### src/ecsm_map.svh
// Register offsets, field positions, source codes and reset values of the event channel block.
`ifndef ECSM_MAP_SVH
`define ECSM_MAP_SVH

`define ECSM_NUM_CH          4
`define ECSM_OFS_MUX_BASE    8'h00
`define ECSM_OFS_CTRL_BASE   8'h08
`define ECSM_OFS_STROBE      8'h10
`define ECSM_OFS_DATA        8'h11
`define ECSM_OFS_STATUS      8'h12
`define ECSM_OFS_HOST_BASE   8'h20
`define ECSM_OFS_TCTRL       8'h20
`define ECSM_OFS_PERIOD      8'h21
`define ECSM_OFS_COUNT       8'h22
`define ECSM_OFS_TSTAT       8'h23

`define ECSM_CTRL_FILT_MSB   2
`define ECSM_CTRL_FILT_LSB   0
`define ECSM_CTRL_DEN_BIT    3
`define ECSM_CTRL_IEN_BIT    4
`define ECSM_CTRL_IRM_MSB    6
`define ECSM_CTRL_IRM_LSB    5
`define ECSM_CTRL_WMASK      8'h7F

`define ECSM_SRC_NONE        8'h00
`define ECSM_SRC_CLOCK_COUNTER_OVERFLOW     8'h08
`define ECSM_SRC_CLOCK_COUNTER_MATCH     8'h09
`define ECSM_SRC_CMP0        8'h10
`define ECSM_SRC_CMP1        8'h11
`define ECSM_SRC_CMPWIN      8'h12
`define ECSM_SRC_CONV0       8'h20
`define ECSM_NIB_PORT_LO     4'h5
`define ECSM_NIB_PORT_HI     4'h7
`define ECSM_NIB_PRESC       4'h8
`define ECSM_NIB_TIMER_LO    4'hC
`define ECSM_TTYPE_RSV       2'h1
`define ECSM_TTYPE_CD        2'h3

`define ECSM_MISC_CLOCK_COUNTER_OVERFLOW    0
`define ECSM_MISC_CLOCK_COUNTER_MATCH    1
`define ECSM_MISC_CMP0       2
`define ECSM_MISC_CMP1       3
`define ECSM_MISC_CMPWIN     4
`define ECSM_MISC_CONV0      5

`define ECSM_TC_EN_BIT       0
`define ECSM_TC_QUADRATURE_DECODER_BIT     1
`define ECSM_TC_IDX_BIT      2
`define ECSM_TC_CH_MSB       4
`define ECSM_TC_CH_LSB       3
`define ECSM_TC_CTRL_WIDTH   5
`define ECSM_TSTAT_ERR_BIT   0
`define ECSM_PERIOD_RESET    16'hFFFF
`define ECSM_FILT_RUN_MAX    3'h7

`endif

### src/ecsm_pkg.sv
// Types shared by both ends of the event channel block.
package ecsm_pkg;

   typedef enum logic [1:0]
   {
      STEP_NONE  = 2'b00,
      STEP_INDEX = 2'b01,
      STEP_DOWN  = 2'b10,
      STEP_UP    = 2'b11
   } ecsm_step_type;

   typedef struct packed
   {
      logic            last;
      logic [2:0]      run;
      logic            level;
   } ecsm_filt_state_type;

   typedef struct packed
   {
      logic [3:0][7:0] channel_source_select;
      logic [3:0][7:0] control;
      logic [3:0]      sw_data;
      logic [15:0]     presc;
      logic [1:0]      phase;
      logic [7:0]      rdata;
      logic [3:0]      chan_strobe;
      logic [3:0]      chan_data;
   } ecsm_dev_state_type;

   typedef struct packed
   {
      logic [4:0]      ctrl;
      logic [15:0]     period;
      logic [15:0]     count;
      logic            err;
      logic            idx_seen;
      logic [15:0]     rdata;
      logic            dev_rd;
      logic [47:0]     pins;
      logic [5:0]      misc;
      logic            tev_wrap;
      logic            tev_err;
   } ecsm_host_state_type;

endpackage

### src/ecsm_link_if.sv
// Link between the event router and the generator and timer end.
`timescale 1ns/100ps
interface ecsm_link_if;
   logic [7:0]  reg_addr;
   logic [7:0]  reg_wdata;
   logic        reg_wr;
   logic        reg_rd;
   logic [7:0]  reg_rdata;
   logic [47:0] port_pin_source;
   logic [5:0]  misc_events;
   logic [63:0] timer_events;
   logic [3:0]  chan_strobe;
   logic [3:0]  chan_data;

   modport dev
   (
      input  reg_addr,
      input  reg_wdata,
      input  reg_wr,
      input  reg_rd,
      output reg_rdata,
      input  port_pin_source,
      input  misc_events,
      input  timer_events,
      output chan_strobe,
      output chan_data
   );

   modport gen
   (
      output reg_addr,
      output reg_wdata,
      output reg_wr,
      output reg_rd,
      input  reg_rdata,
      output port_pin_source,
      output misc_events,
      output timer_events,
      input  chan_strobe,
      input  chan_data
   );
endinterface

### src/ecsm_filter.sv
// Digital filter that passes a level once it has been sampled stable long enough.
`timescale 1ns/100ps
`include "ecsm_map.svh"
module ecsm_filter
(
   input  wire logic       clock,
   input  wire logic       rst,
   input  wire logic [2:0] filter_length,
   input  wire logic       sample,
   output logic            level
);
   import ecsm_pkg::*;

   ecsm_filt_state_type s_reg;
   ecsm_filt_state_type s_next;

   always_comb
   begin
      s_next = s_reg;
      s_next.last = sample;
      if (sample != s_reg.last)
      begin
         s_next.run = 3'h0;
      end
      else if (s_reg.run != `ECSM_FILT_RUN_MAX)
      begin
         s_next.run = s_reg.run + 3'h1;
      end
      // A length code of k needs k+1 equal samples before the level moves.
      if (s_next.run >= filter_length)
      begin
         s_next.level = sample;
      end
   end

   always_ff @(posedge clock)
   begin
      if (rst)
      begin
         s_reg <= '0;
      end
      else
      begin
         s_reg <= s_next;
      end
   end

   assign level = s_reg.level;
endmodule

### src/ecsm_router.sv
// Event router: four source multiplexers, software events, filters and quadrature decoder.
`timescale 1ns/100ps
`include "ecsm_map.svh"
// Function
// Zero selector routes no peripheral event.
// Absent peripheral codes behave as zero.
// Software events override selected source always.
// Fixed codes for counter, comparator, converter.
// Nibbles 5 to 7 select port pins.
// Nibble 8 selects clock divided by 2^M.
// Nibbles C to F select timer instances.
// Timer types wrap, error, matches A, B.
// Matches C, D exist only on instance 0; the code drops them only on odd instances, so 0, 2, 4 and 6 keep them.
// Software routes phase A pin on channel n.
// Software sets low sense, decode, filtering.
// Index pin routed on channel n+1.
// Timer uses quadrature action, channel n.
// Period is four times lines minus one.
// Timer count follows the encoder angle.
// Index off count_floor sets error flag.
// Count_floor passed without index sets error.
// Decoder emits up, down, index data events.
// Index issued only in chosen phase state.
// Filter needs one to eight equal samples.
// Reserved codes select no source.
// Selector resets zero, read/write, next-cycle effect.
module ecsm_router
#(
   parameter logic [5:0] PORT_PRESENT  = 6'h3F,
   parameter logic [5:0] MISC_PRESENT  = 6'h3F,
   parameter logic [7:0] TIMER_PRESENT = 8'hFF
)
(
   input  wire logic clock,
   input  wire logic rst,
   ecsm_link_if.dev  link
);
   import ecsm_pkg::*;

   ecsm_dev_state_type s_reg;
   ecsm_dev_state_type s_next;
   logic [3:0]         raw_event;
   logic [3:0]         filt_level;
   logic               phase_b_raw;
   logic               phase_b_level;

   // Resolves one selector code to the event line it names.
   function automatic logic source_event
   (
      input logic [7:0]  sel,
      input logic [47:0] pins,
      input logic [5:0]  misc,
      input logic [63:0] tev,
      input logic [15:0] presc
   );
      logic [3:0]  nib;
      logic [2:0]  port;
      logic [15:0] pmask;
      logic        hit;
      nib = sel[7:4];
      port = {2'(nib[1:0] - 2'h1), sel[3]};
      pmask = 16'(16'h0001 << sel[3:0]) - 16'h0001;
      hit = 1'b0;
      if (sel == `ECSM_SRC_CLOCK_COUNTER_OVERFLOW)
      begin
         hit = MISC_PRESENT[`ECSM_MISC_CLOCK_COUNTER_OVERFLOW] & misc[`ECSM_MISC_CLOCK_COUNTER_OVERFLOW];
      end
      else if (sel == `ECSM_SRC_CLOCK_COUNTER_MATCH)
      begin
         hit = MISC_PRESENT[`ECSM_MISC_CLOCK_COUNTER_MATCH] & misc[`ECSM_MISC_CLOCK_COUNTER_MATCH];
      end
      else if (sel == `ECSM_SRC_CMP0)
      begin
         hit = MISC_PRESENT[`ECSM_MISC_CMP0] & misc[`ECSM_MISC_CMP0];
      end
      else if (sel == `ECSM_SRC_CMP1)
      begin
         hit = MISC_PRESENT[`ECSM_MISC_CMP1] & misc[`ECSM_MISC_CMP1];
      end
      else if (sel == `ECSM_SRC_CMPWIN)
      begin
         hit = MISC_PRESENT[`ECSM_MISC_CMPWIN] & misc[`ECSM_MISC_CMPWIN];
      end
      else if (sel == `ECSM_SRC_CONV0)
      begin
         hit = MISC_PRESENT[`ECSM_MISC_CONV0] & misc[`ECSM_MISC_CONV0];
      end
      else if (nib >= `ECSM_NIB_PORT_LO && nib <= `ECSM_NIB_PORT_HI)
      begin
         hit = PORT_PRESENT[port] & pins[{port, sel[2:0]}];
      end
      else if (nib == `ECSM_NIB_PRESC)
      begin
         // Divide by 2^M pulses whenever the low M counter bits are all ones.
         hit = &(presc | ~pmask);
      end
      else if (nib >= `ECSM_NIB_TIMER_LO)
      begin
         if (sel[2:1] == `ECSM_TTYPE_RSV)
         begin
            hit = 1'b0;
         end
         else if (sel[3] && sel[2:1] == `ECSM_TTYPE_CD)
         begin
            hit = 1'b0;
         end
         else
         begin
            hit = TIMER_PRESENT[sel[5:3]] & tev[sel[5:0]];
         end
      end
      // Zero and every reserved code fall through with no event.
      return hit;
   endfunction

   function automatic ecsm_step_type quadrature_decoder_step
   (
      input logic [1:0] prev,
      input logic [1:0] cur
   );
      logic [3:0] pair;
      pair = {prev, cur};
      case (pair)
         4'h1, 4'h7, 4'hE, 4'h8: quadrature_decoder_step = STEP_UP;
         4'h2, 4'hB, 4'hD, 4'h4: quadrature_decoder_step = STEP_DOWN;
         default:                quadrature_decoder_step = STEP_NONE;
      endcase
   endfunction

   for (genvar g = 0; g < `ECSM_NUM_CH; g++)
   begin : g_chan
      assign raw_event[g] = source_event(s_reg.channel_source_select[g], link.port_pin_source,
                                         link.misc_events, link.timer_events, s_reg.presc);
      ecsm_filter u_filter
      (
         .clock         (clock),
         .rst           (rst),
         .filter_length (s_reg.control[g][`ECSM_CTRL_FILT_MSB:`ECSM_CTRL_FILT_LSB]),
         .sample        (raw_event[g]),
         .level         (filt_level[g])
      );
   end

   // Phase B is the pin right above phase A on the same port, with pin 7 wrapping round to pin 0.
   assign phase_b_raw = source_event({s_reg.channel_source_select[0][7:3],
                                      3'(s_reg.channel_source_select[0][2:0] + 3'h1)},
                                     link.port_pin_source, link.misc_events,
                                     link.timer_events, s_reg.presc);

   ecsm_filter u_phase_b_filter
   (
      .clock         (clock),
      .rst           (rst),
      .filter_length (s_reg.control[0][`ECSM_CTRL_FILT_MSB:`ECSM_CTRL_FILT_LSB]),
      .sample        (phase_b_raw),
      .level         (phase_b_level)
   );

   always_comb
   begin
      logic          decode_enable_bit;
      logic          index_enable_bit;
      logic [1:0]    index_match_state;
      logic [1:0]    cur_phase;
      logic          strobe_wr;
      logic          stb;
      logic          dat;
      ecsm_step_type quadrature_decoder_event;
      decode_enable_bit = s_reg.control[0][`ECSM_CTRL_DEN_BIT];
      index_enable_bit = s_reg.control[1][`ECSM_CTRL_IEN_BIT];
      index_match_state = s_reg.control[1][`ECSM_CTRL_IRM_MSB:`ECSM_CTRL_IRM_LSB];
      cur_phase = {filt_level[0], phase_b_level};
      strobe_wr = link.reg_wr && link.reg_addr == `ECSM_OFS_STROBE;
      stb = 1'b0;
      dat = 1'b0;
      quadrature_decoder_event = STEP_NONE;
      s_next = s_reg;
      s_next.presc = s_reg.presc + 16'h0001;
      s_next.phase = cur_phase;
      s_next.rdata = 8'h00;

      // A step wins over an index in the same cycle; the index is a level pulse.
      quadrature_decoder_event = quadrature_decoder_step(s_reg.phase, cur_phase);
      if (quadrature_decoder_event == STEP_NONE && index_enable_bit && filt_level[1]
          && cur_phase == index_match_state)
      begin
         quadrature_decoder_event = STEP_INDEX;
      end

      for (int i = 0; i < `ECSM_NUM_CH; i++)
      begin
         stb = filt_level[i];
         dat = 1'b0;
         if (i == 0 && decode_enable_bit)
         begin
            {stb, dat} = quadrature_decoder_event;
         end
         if (strobe_wr && (link.reg_wdata[i] | s_reg.sw_data[i]))
         begin
            stb = link.reg_wdata[i];
            dat = s_reg.sw_data[i];
         end
         s_next.chan_strobe[i] = stb;
         s_next.chan_data[i] = dat;
      end

      if (link.reg_wr)
      begin
         for (int i = 0; i < `ECSM_NUM_CH; i++)
         begin
            if (link.reg_addr == `ECSM_OFS_MUX_BASE + 8'(i))
            begin
               s_next.channel_source_select[i] = link.reg_wdata;
            end
            if (link.reg_addr == `ECSM_OFS_CTRL_BASE + 8'(i))
            begin
               s_next.control[i] = link.reg_wdata & `ECSM_CTRL_WMASK;
            end
         end
         if (link.reg_addr == `ECSM_OFS_DATA)
         begin
            s_next.sw_data = link.reg_wdata[3:0];
         end
      end

      if (link.reg_rd)
      begin
         for (int i = 0; i < `ECSM_NUM_CH; i++)
         begin
            if (link.reg_addr == `ECSM_OFS_MUX_BASE + 8'(i))
            begin
               s_next.rdata = s_reg.channel_source_select[i];
            end
            if (link.reg_addr == `ECSM_OFS_CTRL_BASE + 8'(i))
            begin
               s_next.rdata = s_reg.control[i];
            end
         end
         if (link.reg_addr == `ECSM_OFS_DATA)
         begin
            s_next.rdata = {4'h0, s_reg.sw_data};
         end
         if (link.reg_addr == `ECSM_OFS_STATUS)
         begin
            s_next.rdata = {2'h0, s_reg.phase, filt_level};
         end
      end
   end

   always_ff @(posedge clock)
   begin
      if (rst)
      begin
         s_reg <= '0;
      end
      else
      begin
         s_reg <= s_next;
      end
   end

   assign link.reg_rdata = s_reg.rdata;
   assign link.chan_strobe = s_reg.chan_strobe;
   assign link.chan_data = s_reg.chan_data;
endmodule

### src/flat_wrapper.sv
// flat-port wrapper written by rule: the top's interface ports become plain ports
module ecsm_router_flat import ecsm_pkg::*;
#(
   parameter logic [5:0] PORT_PRESENT  = 6'h3F,
   parameter logic [5:0] MISC_PRESENT  = 6'h3F,
   parameter logic [7:0] TIMER_PRESENT = 8'hFF
)
  (clock, rst, link_reg_addr, link_reg_wdata, link_reg_wr, link_reg_rd, link_reg_rdata, link_port_pin_source, link_misc_events, link_timer_events, link_chan_strobe, link_chan_data);
  ecsm_link_if link_i ();
  input  wire logic clock;
  input  wire logic rst;
  input wire logic [$bits(link_i.reg_addr)-1:0] link_reg_addr;
  input wire logic [$bits(link_i.reg_wdata)-1:0] link_reg_wdata;
  input wire logic [$bits(link_i.reg_wr)-1:0] link_reg_wr;
  input wire logic [$bits(link_i.reg_rd)-1:0] link_reg_rd;
  output wire logic [$bits(link_i.reg_rdata)-1:0] link_reg_rdata;
  input wire logic [$bits(link_i.port_pin_source)-1:0] link_port_pin_source;
  input wire logic [$bits(link_i.misc_events)-1:0] link_misc_events;
  input wire logic [$bits(link_i.timer_events)-1:0] link_timer_events;
  output wire logic [$bits(link_i.chan_strobe)-1:0] link_chan_strobe;
  output wire logic [$bits(link_i.chan_data)-1:0] link_chan_data;
  assign link_i.reg_addr = link_reg_addr;
  assign link_i.reg_wdata = link_reg_wdata;
  assign link_i.reg_wr = link_reg_wr;
  assign link_i.reg_rd = link_reg_rd;
  assign link_reg_rdata = link_i.reg_rdata;
  assign link_i.port_pin_source = link_port_pin_source;
  assign link_i.misc_events = link_misc_events;
  assign link_i.timer_events = link_timer_events;
  assign link_chan_strobe = link_i.chan_strobe;
  assign link_chan_data = link_i.chan_data;
  ecsm_router #(.PORT_PRESENT(PORT_PRESENT), .MISC_PRESENT(MISC_PRESENT), .TIMER_PRESENT(TIMER_PRESENT)) u_core (.clock(clock), .rst(rst), .link(link_i));
endmodule
### config.mk
export PLATFORM = sky130hd
export DESIGN_NAME = ecsm_router_flat
export DESIGN_NICKNAME = d
export VERILOG_FILES = /design/src/ecsm_pkg.sv /design/src/ecsm_link_if.sv /design/src/ecsm_filter.sv /design/src/ecsm_router.sv /design/src/flat_wrapper.sv
export VERILOG_INCLUDE_DIRS = /design/src
export SDC_FILE = /design/constraint.sdc
export NUM_CORES = 1
export LEC_CHECK = 0
export ABC_AREA = 1
export BUFFER_PORTS_ARGS = -buffer_cell sky130_fd_sc_hd__buf_2
export CORE_ASPECT_RATIO = 1.75
export CORE_UTILIZATION = 60
export DETAILED_ROUTE_END_ITERATION = 8
export PLACE_DENSITY = 0.93
export SLEW_MARGIN = 20
export SYNTH_ARGS = -nofsm -noshare
export SYNTH_HDL_FRONTEND = slang
export SYNTH_SLANG_ARGS = --single-unit
### constraint.sdc
create_clock -name clock -period 12.6 [get_ports clock]
set_clock_uncertainty 0.15 [all_clocks]
set_input_delay 0 -clock clock [delete_from_list [all_inputs] [get_ports clock]]
set_output_delay 0 -clock clock [all_outputs]
set_load 0.005 [all_outputs]
==> metrics.yaml, run 1 <==
outcome:
  status: "stopped before the end"
  lastStage: "5_1_grt"
  tool.error: "[ERROR GRT-0116] Global routing finished with congestion. Check the congestion regions in the DRC Viewer."
logic_synthesis:
  yosys_warnings: 0
  ys_seq_elements: 123
  synth.distinct_cells: 46
  synth_seq_area_share_pct: 18.8
  syn_inst: 2288
  avgSynthCellArea_sq_um: 5.73
  synthesis.area_sq_um: 13100
  syn-num-nets: 2475
clock_tree:
  cts_resized: 0
  hold_buffers: 23
  ctsHtreeMaxLevel: 4
  cts-buffers-inserted: 25
  ctsRootBufferMaster: "clkbuf_16"
  cts_buffer_depth: 3
  post_cts.repair.setup_buffers: 0
  cts.sinks: 123
floorplan:
  pin_count: 154
  initial_core_util_pct: 61.0
  die_h_um: 198
  num_rows: 71
  die_w_um: 114
placed_design:
  globalplace.congestion: 1.07
  port_buffers: 153
  dpl.hpwl_um: 46100
grt:
  overflow: 82
  grt.total_usage_pct: 70.0
  grt_max_degree: 82
  grt_pass1_vias: 19600
  grt_pass1_wl_um: 120000
## kinds of logic after synthesis
family | Yosys count | share of synthesized area, %
AO/OA/AOI/OAI | 727 | 31.5
XOR/XNOR | 9 | 0.601
adder cells (fa/ha/maj) | 49 | 4.67
flip-flops | 123 | 18.8
buffers and inverters | 425 | 13.4
AND/OR/NAND/NOR | 955 | 31.0
## metal layers
layer  track usage [%]  GRT overflow
met3              42.5             1
met5                 0             0
met1              72.4             0
met2              91.9            39
met4              74.8            42
## cell usage after synthesis (all sizes together)
| cell | n | area (sq um) |
|---|---|---|
| nor2 | 248 | 996 |
| nand2 | 486 | 1880 |
| nand4 | 32 | 200 |
| and3 | 2 | 12.5 |
| buf | 72 | 428 |
| o221ai | 12 | 105 |
| nand3b | 4 | 30.0 |
| a211oi | 12 | 90.1 |
| a2111oi | 3 | 26.3 |
| xnor2 | 1 | 8.76 |
| or2 | 3 | 18.8 |
| nor3 | 22 | 110 |
| o22ai | 115 | 719 |
| o21bai | 5 | 37.5 |
| a21boi | 1 | 7.51 |
| a22oi | 36 | 270 |
| o21ai | 264 | 1320 |
| nor4 | 1 | 6.26 |
| clkbuf | 45 | 170 |
| a31oi | 4 | 25.0 |
| o211ai | 38 | 285 |
| and2 | 2 | 12.5 |
| o31ai | 1 | 7.51 |
| nand3 | 155 | 811 |
| a21oi | 219 | 1100 |
| inv | 304 | 1140 |
| a41oi | 5 | 43.8 |
| o21a | 1 | 7.51 |
| dfxtp | 123 | 2460 |
| clkinv | 4 | 15.0 |
| a221oi | 5 | 43.8 |
| ha | 49 | 613 |
| o2111ai | 6 | 52.6 |
| xor2 | 8 | 70.1 |
## through the flow
stage | instance area [sq um] | setup slack, ps | utilization [%] | cells
floorplan | 13100 | 8630 | - | 2288
global placement | 13800 | 7680 | 64.3 | 2637
detailed placement | 13800 | 7610 | 64.3 | 2637
CTS | 14700 | 7530 | 68.5 | 2691
==> inputs of run 2 (changes only) <==
--- a/config.mk
+++ b/config.mk
@@ -8,10 +8,9 @@
 export LEC_CHECK = 0
 export ABC_AREA = 1
 export BUFFER_PORTS_ARGS = -buffer_cell sky130_fd_sc_hd__buf_2
-export CORE_ASPECT_RATIO = 1.75
-export CORE_UTILIZATION = 60
+export CORE_UTILIZATION = 40
 export DETAILED_ROUTE_END_ITERATION = 8
-export PLACE_DENSITY = 0.93
+export PLACE_DENSITY_LB_ADDON = 0.15
 export SLEW_MARGIN = 20
 export SYNTH_ARGS = -nofsm -noshare
 export SYNTH_HDL_FRONTEND = slang
==> run 2 against run 1 <==
Net effect:
- the flow now finishes, with violations (design-rule violations)
- synthesized cell count unchanged
- area after synthesis stayed put
==> metrics.yaml, run 2 <==
outcome:
  status: "finished, violations left"  # was stopped before the end
  violations: "design-rule violations"
critical_path:
  worstPathArrival_ps: 5210
  reg2reg_depth: 28
  cp_common_cell: "nand2_1"
  critPathBufInv: 5
  endpoint: "u_core.u_phase_b_filter.level$_SDFFE_PP0P_"
  crit_fanout: 70
  startpoint: "u_core.s_reg[70]$_SDFFE_PP0P_"
  cp_top_family: "simple AND/OR/NAND/NOR gates"
  cp.required_ps: 12760
  critical_path_cell_count: 28
  worstSetupEndpointType: "register"
  cpMaxStageDelayCell: "dfxtp_4"
  critical_path.max_stage_delay_ps: 810
  startpoint_type: "register"
  worstSetupPathType: "register to register"
  regToRegEndpoint: "u_core.u_phase_b_filter.level$_SDFFE_PP0P_"
  reg2reg_slack_ps: 7540
  rr_startpoint: "u_core.s_reg[70]$_SDFFE_PP0P_"
logic_synthesis:
  synthSimpleGateAreaFrac_pct: 31.0  # unchanged
  async_flop_share_pct: 0  # unchanged
  ys_top_cells_by_count: "467 x nand2_1, 295 x inv_1, 258 x o21ai_0"  # unchanged
  synth.distinct_cells: 46  # unchanged
  avgSynthCellArea_sq_um: 5.73  # unchanged
  synthFlopType: "dfxtp_1"  # unchanged
  syn_inst: 2288  # unchanged
  syn-num-nets: 2475  # unchanged
  synth_enable_flop_cells: 0  # unchanged
  netlist_top_cells_area: "dfxtp_1 19%, nand2_1 13%, o21ai_0 9.8%"  # unchanged
  ys_seq_elements: 123  # unchanged
  yosys_warnings: 0  # unchanged
  yosys.area_share.adder_pct: 4.67  # unchanged
  muxShareOfSynthArea_pct: 0  # unchanged
  synthesis.area_sq_um: 13100  # unchanged
  yosys.area.top_type_share_pct: 18.8  # unchanged
  synth-compound-area-share_pct: 31.5  # unchanged
  synth_top_family_by_area: "compound AO/OA/AOI/OAI gates"  # unchanged
  synth_most_common_cell: "nand2_1"  # unchanged
  yosys.area.top_type: "dfxtp_1"  # unchanged
  synth-xor-area-share_pct: 0.601  # unchanged
  synth_seq_area_share_pct: 18.8  # unchanged
route:
  detail_route.vias_per_cell: 6.12
  firstDrtPassIters: 9
  route.detailed.drc: 1
  post_drt_wl_per_cell_um: 21.7
  wl_um: 61300
  vias: 17300
  first_iter_violations: 2519
  antenna_left: 0
clock_tree:
  ctsHtreeMaxLevel: 4  # unchanged
  cts-buffers-inserted: 17  # was 25
  cts_resized: 0  # unchanged
  cts_buffer_depth: 2  # was 3
  path_clk_slew_ps: 60
  cts.sinks: 123  # unchanged
  cts_tree: "yes"
  clkLatencyLatePin_ps: 430
  ctsRootBufferMaster: "clkbuf_16"  # unchanged
sta:
  worstMarginPinSlew_ps: 1300
  period_minus_slack_ps: 5060
  setup_viol_count_final: 0
  rsz0062_at_grt: "no"
  drv_slew: 0
  maxSlewHeadroom_pct: 12.8
  final-hold-violation-count: 0
  period_share_pct: 40.2
  final.setup.tns_ps: 0
  fmax_ghz: 0.198
floorplan:
  initial_core_util_pct: 41.2  # was 61.0%
  dieArea_sq_um: 33500
  pin_count: 154  # unchanged
  die_h_um: 183  # was 198 um
  core_sq_um: 31900
  num_rows: 65  # was 71
  die_w_um: 183  # was 114 um
layout:
  drive_above_1_share_pct: 10.7
  fillerInstances: 3453
  mostFrequentLayoutCell: "nand2_1"
  largest_reg_flops: 82
  synthToLayoutAreaGrowth_pct: 12.3
  most-common-layout-cells: "467 x nand2_1, 295 x inv_1, 258 x o21ai_0, 232 x nor2_1, 219 x a21oi_1"
  final_nets: 2573
  antenna_cells: 0
  final_util_pct: 46.2
  fin_area_sq_um: 14700
grt:
  grt_pass1_vias: 15400
  overflow: 0
  antenna_found_initial: 2
  grt_max_degree: 89
  grt.total_usage_pct: 35.9
  grt_pass1_wl_um: 91700
pwr:
  combinationalPowerShare_pct: 17.4
  clockPowerShare_pct: 42.7
  vdd_ir_drop_max_uv: 77.9
  p_total_w: 0.00103
  p_int_w: 0.000719
  power_density_nw_per_um2: 69.7
  p_sw_w: 0.000308
  sequentialPowerShare_pct: 39.9
  netSwitchingFraction_pct: 30.0
  power_leakage_nw: 6.68
placed_design:
  placed_area_sq_um: 14000  # was 13800 sq um
  port_buffers: 153  # unchanged
  dpl.hpwl_um: 44800  # was 46100 um
  globalplace.congestion: 0.996  # was 1.07
worst_hold_path:
  hold_class: "primary input to register"
run:
  maxCapViolCount: 0
run 2: timing repair:
| item | CTS | global route |
|---|---|---|
| hold buffers | 20 | 0 |
| endpoints found under the hold margin | 85 | 0 |
| buffers inserted | 0 | 0 |
run 2: cell type report:
cell class	instances	area, sq um	area share (%)
multi-input cells	1740	8910	60.5
clock buffers	20	447	3.03
well taps	435	544	3.69
repair buffers	196	1140	7.73
clock inverters	11	76.3	0.518
inverters	308	1160	7.84
flip-flops and latches	123	2470	16.7
run 2: power groups by stage:
| stage | combinational (W) | clock, W | sequential, W |
|---|---|---|---|
| 2_1_floorplan | 0.000101 | 0 | 0.000413 |
| 3_3_place_gp | 0.000167 | 0 | 0.000417 |
| 3_5_place_dp | 0.000169 | 0 | 0.000417 |
| 4_1_cts | 0.000175 | 0.000443 | 0.000409 |
| 5_1_grt | 0.000198 | 0.000463 | 0.000410 |
| 6_report | 0.000179 | 0.000439 | 0.000409 |
run 2: worst register-to-register path, delay by kind of cell, from the launching register on:
kind / cells / cell delay, ps
AO/OA/AOI/OAI: 6 / 880
adder cells (fa/ha/maj): 2 / 630
buffers and inverters: 5 / 1150
flip-flops: 1 / 810
AND/OR/NAND/NOR: 15 / 1290
run 2: logic make-up (layout without fill, tap and decap cells):
family,count (synthesis),count (layout)
AO/OA/AOI/OAI,727,727
XOR/XNOR,9,9
adder cells (fa/ha/maj),49,49
buffers and inverters,425,535
flip-flops,123,123
AND/OR/NAND/NOR,955,955
run 2: worst min path at each step:
stage / slack (ps) / startpoint / cells after the start / endpoint
after floorplan: -1 / link_reg_wdata[1] / 2 / u_core.link.chan_strobe[1]$_SDFF_PP0_
after global placement: 160 / link_reg_wdata[2] / 3 / u_core.link.chan_strobe[2]$_SDFF_PP0_
after detailed placement: 170 / link_reg_wdata[2] / 3 / u_core.link.chan_strobe[2]$_SDFF_PP0_
after CTS: 4 / link_reg_addr[2] / 6 / u_core.link.chan_data[1]$_SDFF_PP0_
after global routing: 40 / rst / 3 / u_core.g_chan[2].u_filter.s_reg[1]$_SDFF_PP0_
final: 4 / link_reg_addr[2] / 6 / u_core.link.chan_data[1]$_SDFF_PP0_
run 2: metal layers:
layer  up-vias  track usage, %  wire (um)
li1       7986               -          -
met1      7924            49.9      25800
met2      1216            53.5      25700
met3       206            7.13       7220
met4         2            15.3       2640
met5         -               0         12
run 2: metrics by stage:
step / worst slack [ps] / hold WS, ps / std cells
2_1_floorplan: 8630 / -1.32 / 2288
4_1_cts: 7700 / 3.84 / 2833
5_1_grt: 7160 / 36.9 / 2833
6_report: 7540 / 4.34 / 2833
3_5_place_dp: 7730 / 166 / 2782
3_3_place_gp: 7850 / 161 / 2782
Power figures use the tool's default switching activity.
==> inputs of run 3 (changes only) <==
--- a/config.mk
+++ b/config.mk
@@ -6,7 +6,7 @@
 export SDC_FILE = /design/constraint.sdc
 export NUM_CORES = 1
 export LEC_CHECK = 0
-export ABC_AREA = 1
+export ABC_AREA = 0
 export BUFFER_PORTS_ARGS = -buffer_cell sky130_fd_sc_hd__buf_2
 export CORE_UTILIZATION = 40
 export DETAILED_ROUTE_END_ITERATION = 8
==> constraint.sdc (replaced) <==
create_clock -name clock -period 4.7 [get_ports clock]
set_clock_uncertainty 0.15 [all_clocks]
set_input_delay 0 -clock clock [delete_from_list [all_inputs] [get_ports clock]]
set_output_delay 0 -clock clock [all_outputs]
set_load 0.005 [all_outputs]
==> run 3 against run 2 <==
Net effect:
- the flow now finishes without violations
- sequential power increased to 2.6 times the previous value
- register-to-register slack got worse by 7300 ps
- count of clock-buffer cells in the layout down 3
- cell count down 26%
- first-iteration DRC count is 42% lower
- die area grew 2.0%
- sequential share of layout area is 0.92 points lower
- cell area is 6.2% higher
- via count shrank 23%
- flip-flop and latch count did not move
- highest routed layer is now met4
==> metrics.yaml, run 3 <==
logic_synthesis:
  syn_inst: 1512  # was 2288
  yosys.area.top_type: "mux4_2"  # was dfxtp_1
  synth.distinct_cells: 79  # was 46
  yosys.area.top_type_share_pct: 25.6  # was 18.8%
  synthFlopType: "dfxtp_1"  # unchanged
  ys_top_cells_by_count: "167 x nand2_1, 152 x mux4_2, 123 x a21oi_1, 123 x dfxtp_1, 96 x nor2_1"  # was 467 x nand2_1, 295 x inv_1, 258 x o21ai_0
  synthesis.area_sq_um: 13400  # was 13100 sq um
  synth_most_common_cell: "nand2_1"  # unchanged
  syn-num-nets: 1699  # was 2475
  synth_enable_flop_cells: 0  # unchanged
  ys_seq_elements: 123  # unchanged
  synth_seq_area_share_pct: 18.4  # was 18.8%
  avgSynthCellArea_sq_um: 8.86  # was 5.73 sq um
  async_flop_share_pct: 0  # unchanged
  yosys_warnings: 0  # unchanged
  netlist_top_cells_area: "mux4_2 26%, dfxtp_1 18%, nand2_1 4.7%"  # was dfxtp_1 19%, nand2_1 13%, o21ai_0 9.8%
worst_hold_path:
  holdPathStages: 6  # unchanged
  min_to: "u_core.link.chan_strobe[0]$_SDFF_PP0_"  # was u_core.link.chan_data[1]$_SDFF_PP0_
  hp-start: "link_reg_addr[5]"  # was link_reg_addr[2]
  hold_class: "primary input to register"  # unchanged
layout:
  most-common-layout-cells: "167 x nand2_1, 152 x mux4_2, 152 x buf_2, 123 x a21oi_1, 115 x dfxtp_1"  # was 467 x nand2_1, 295 x inv_1, 258 x o21ai_0, 232 x nor2_1, 219 x a21oi_1
  largest_reg_flops: 82  # unchanged
  mostFrequentLayoutCell: "nand2_1"  # unchanged
  drive_above_1_share_pct: 29.0  # was 10.7%
  multi_input_area_sq_um: 10100  # was 8910 sq um
  synthToLayoutAreaGrowth_pct: 16.9  # was 12.3%
  seqCellArea_sq_um: 2470  # about the same
  antenna_cells: 0  # unchanged
  fillerInstances: 3172  # was 3453
  final_nets: 1837  # was 2573
clock_tree:
  path_clk_slew_ps: 70  # was 60 ps
  cts_buffer_depth: 2  # unchanged
  ctsRootBufferMaster: "clkbuf_16"  # unchanged
  cts-buffers-inserted: 17  # unchanged
  cts.sinks: 123  # unchanged
  cts_tree: "yes"  # unchanged
  ctsHtreeMaxLevel: 4  # unchanged
  clkLatencyLatePin_ps: 430  # about the same
sta:
  drv_slew: 0  # unchanged
  final.setup.tns_ps: 0  # unchanged
  final-hold-violation-count: 0  # unchanged
  rsz0062_at_grt: "no"  # unchanged
  setup_viol_count_final: 0  # unchanged
  worstMarginPinSlew_ps: 1180  # was 1300 ps
  fmax_ghz: 0.223  # was 0.198 GHz
  maxSlewHeadroom_pct: 20.9  # was 12.8%
  period_share_pct: 95.4  # was 40.2%
  period_minus_slack_ps: 4490  # was 5060 ps
  setup_ws_ps: 214  # was 7540 ps
grt:
  antenna_found_initial: 1  # was 2
  grt_pass1_vias: 12900  # was 15400
  grt_max_degree: 74  # was 89
  overflow: 0  # unchanged
  grt.total_usage_pct: 29.5  # was 35.9%
  grt_pass1_wl_um: 76800  # was 91700 um
placed_design:
  port_buffers: 153  # unchanged
  globalplace.congestion: 0.950  # was 0.996
  dp_slack_ps: 75.8  # was 7730 ps
  dpl.hpwl_um: 36400  # was 44800 um
critical_path:
  rr_startpoint: "u_core.s_reg[86]$_SDFFE_PP0P_"  # was u_core.s_reg[70]$_SDFFE_PP0P_
  reg2reg_slack_ps: 210  # was 7540 ps
  crit_fanout: 24  # was 70
  reg2reg_depth: 14  # was 28
  crit_chain: "buf_12 -> mux4_2 -> mux4_2 -> and3_1 -> a211oi_2 -> nand3b_1 -> o21ba_4 -> a211oi_4 -> nand2b_1 -> ha_1 -> nand2b_1 -> a21o_1 -> a21o_1 -> a211oi_1"
  regToRegEndpoint: "u_core.g_chan[2].u_filter.level$_SDFFE_PP0P_"  # was u_core.u_phase_b_filter.level$_SDFFE_PP0P_
  startpoint: "u_core.s_reg[86]$_SDFFE_PP0P_"  # was u_core.s_reg[70]$_SDFFE_PP0P_
  critPathBufInv: 1  # was 5
  worstPathArrival_ps: 4680  # was 5210 ps
  cpMaxStageDelayCell: "dfxtp_2"  # was dfxtp_4
  cp.required_ps: 4890  # was 12760 ps
  worstSetupEndpointType: "register"  # unchanged
  cp_top_family: "compound AO/OA/AOI/OAI gates"  # was simple AND/OR/NAND/NOR gates
  worstSetupPathType: "register to register"  # unchanged
  critical_path.max_stage_delay_ps: 650  # was 810 ps
  startpoint_type: "register"  # unchanged
route:
  wl_um: 49700  # was 61300 um
  detail_route.vias_per_cell: 6.36  # was 6.12
  firstDrtPassIters: 8  # was 9
  post_drt_wl_per_cell_um: 23.6  # was 21.7 um
  route.detailed.drc: 0  # was 1
  first_iter_violations: 1452  # was 2519
  antenna_left: 0  # unchanged
  vias: 13400  # was 17300
floorplan:
  dieArea_sq_um: 34200  # was 33500 sq um
  die_w_um: 185  # was 183 um
  pin_count: 154  # unchanged
  die_h_um: 185  # was 183 um
  num_rows: 66  # was 65
  core_sq_um: 32700  # was 31900 sq um
  initial_core_util_pct: 41.0  # was 41.2%
pwr:
  p_total_w: 0.00291  # was 0.00103 W
  power_leakage_nw: 5.64  # was 6.68 nW
  power_density_nw_per_um2: 186  # was 69.7 nW/um^2
  vdd_ir_drop_max_uv: 245  # was 77.9 uV
run:
  maxCapViolCount: 0  # unchanged
outcome:
  status: "finished, final reports clean"  # was finished, violations left
-- run 3: what timing repair did --
item,4_1_cts,5_1_grt
resized for setup,0,7
endpoints found under the hold margin,80,0
hold buffers,16,0
endpoints found under the setup margin,0,2
setup buffers,0,0
-- run 3: report_power, final --
group          total, W  internal, W  leakage, nW  switching (W)
sequential      0.00108      0.00106        0.999      0.0000210
clock           0.00139     0.000804        0.302       0.000585
combinational  0.000439     0.000214         4.33       0.000225
-- run 3: worst max-delay path by stage --
| stage | to | depth (start not counted) |
|---|---|---|
| 6_report | u_core.g_chan[2].u_filter.level$_SDFFE_PP0P_ | 14 |
| 5_1_grt | u_core.g_chan[0].u_filter.level$_SDFFE_PP0P_ | 20 |
| 4_1_cts | u_core.u_phase_b_filter.level$_SDFFE_PP0P_ | 19 |
| 3_5_place_dp | u_core.u_phase_b_filter.level$_SDFFE_PP0P_ | 18 |
| 3_3_place_gp | u_core.u_phase_b_filter.level$_SDFFE_PP0P_ | 19 |
| 2_1_floorplan | u_core.g_chan[0].u_filter.level$_SDFFE_PP0P_ | 21 |
-- run 3: layout make-up --
| type | count | share of cell area [%] |
|---|---|---|
| clock buffer | 17 | 2.72 |
| clock inverter | 15 | 1.14 |
| inverter | 50 | 1.21 |
| multi-input combinational | 1184 | 64.2 |
| sequential | 123 | 15.8 |
| tap | 442 | 3.53 |
| timing repair buffer | 274 | 11.4 |
-- run 3: metal layers --
metal | track usage [%] | vias to the layer above | share of wire (%)
li1 | - | 6076 | -
met1 | 41.3 | 6494 | 43
met2 | 46.0 | 717 | 46
met3 | 5.05 | 97 | 8.7
met4 | 9.29 | 0 | 2.7
met5 | 0 | - | 0
-- run 3: logic make-up after synthesis --
family,count (synthesis),share of synthesized area (%)
simple gates,543,20.2
compound gates,358,17.9
buf+inv,205,6.82
mux,199,29.9
flops,123,18.4
fa+ha+maj,49,4.58
xor+xnor,35,2.29
-- run 3: metrics by stage --
stage | cell area, sq um | instances | hold WS [ps] | utilization (%)
5_1_grt | 15700 | 2105 | 74.4 | 47.9
2_1_floorplan | 13400 | 1512 | -6.06 | -
3_3_place_gp | 14900 | 2057 | 190 | 45.4
4_1_cts | 15600 | 2105 | 17.3 | 47.8
3_5_place_dp | 14900 | 2057 | 190 | 45.4
6_report | 15700 | 2105 | 43.0 | 47.9
-- run 3: worst min-delay path, stage by stage --
cell,delay (ps)
buf_2,90
nor3_1,40
nand2_1,110
nor2_1,130
nand2_1,130
a21oi_1,70
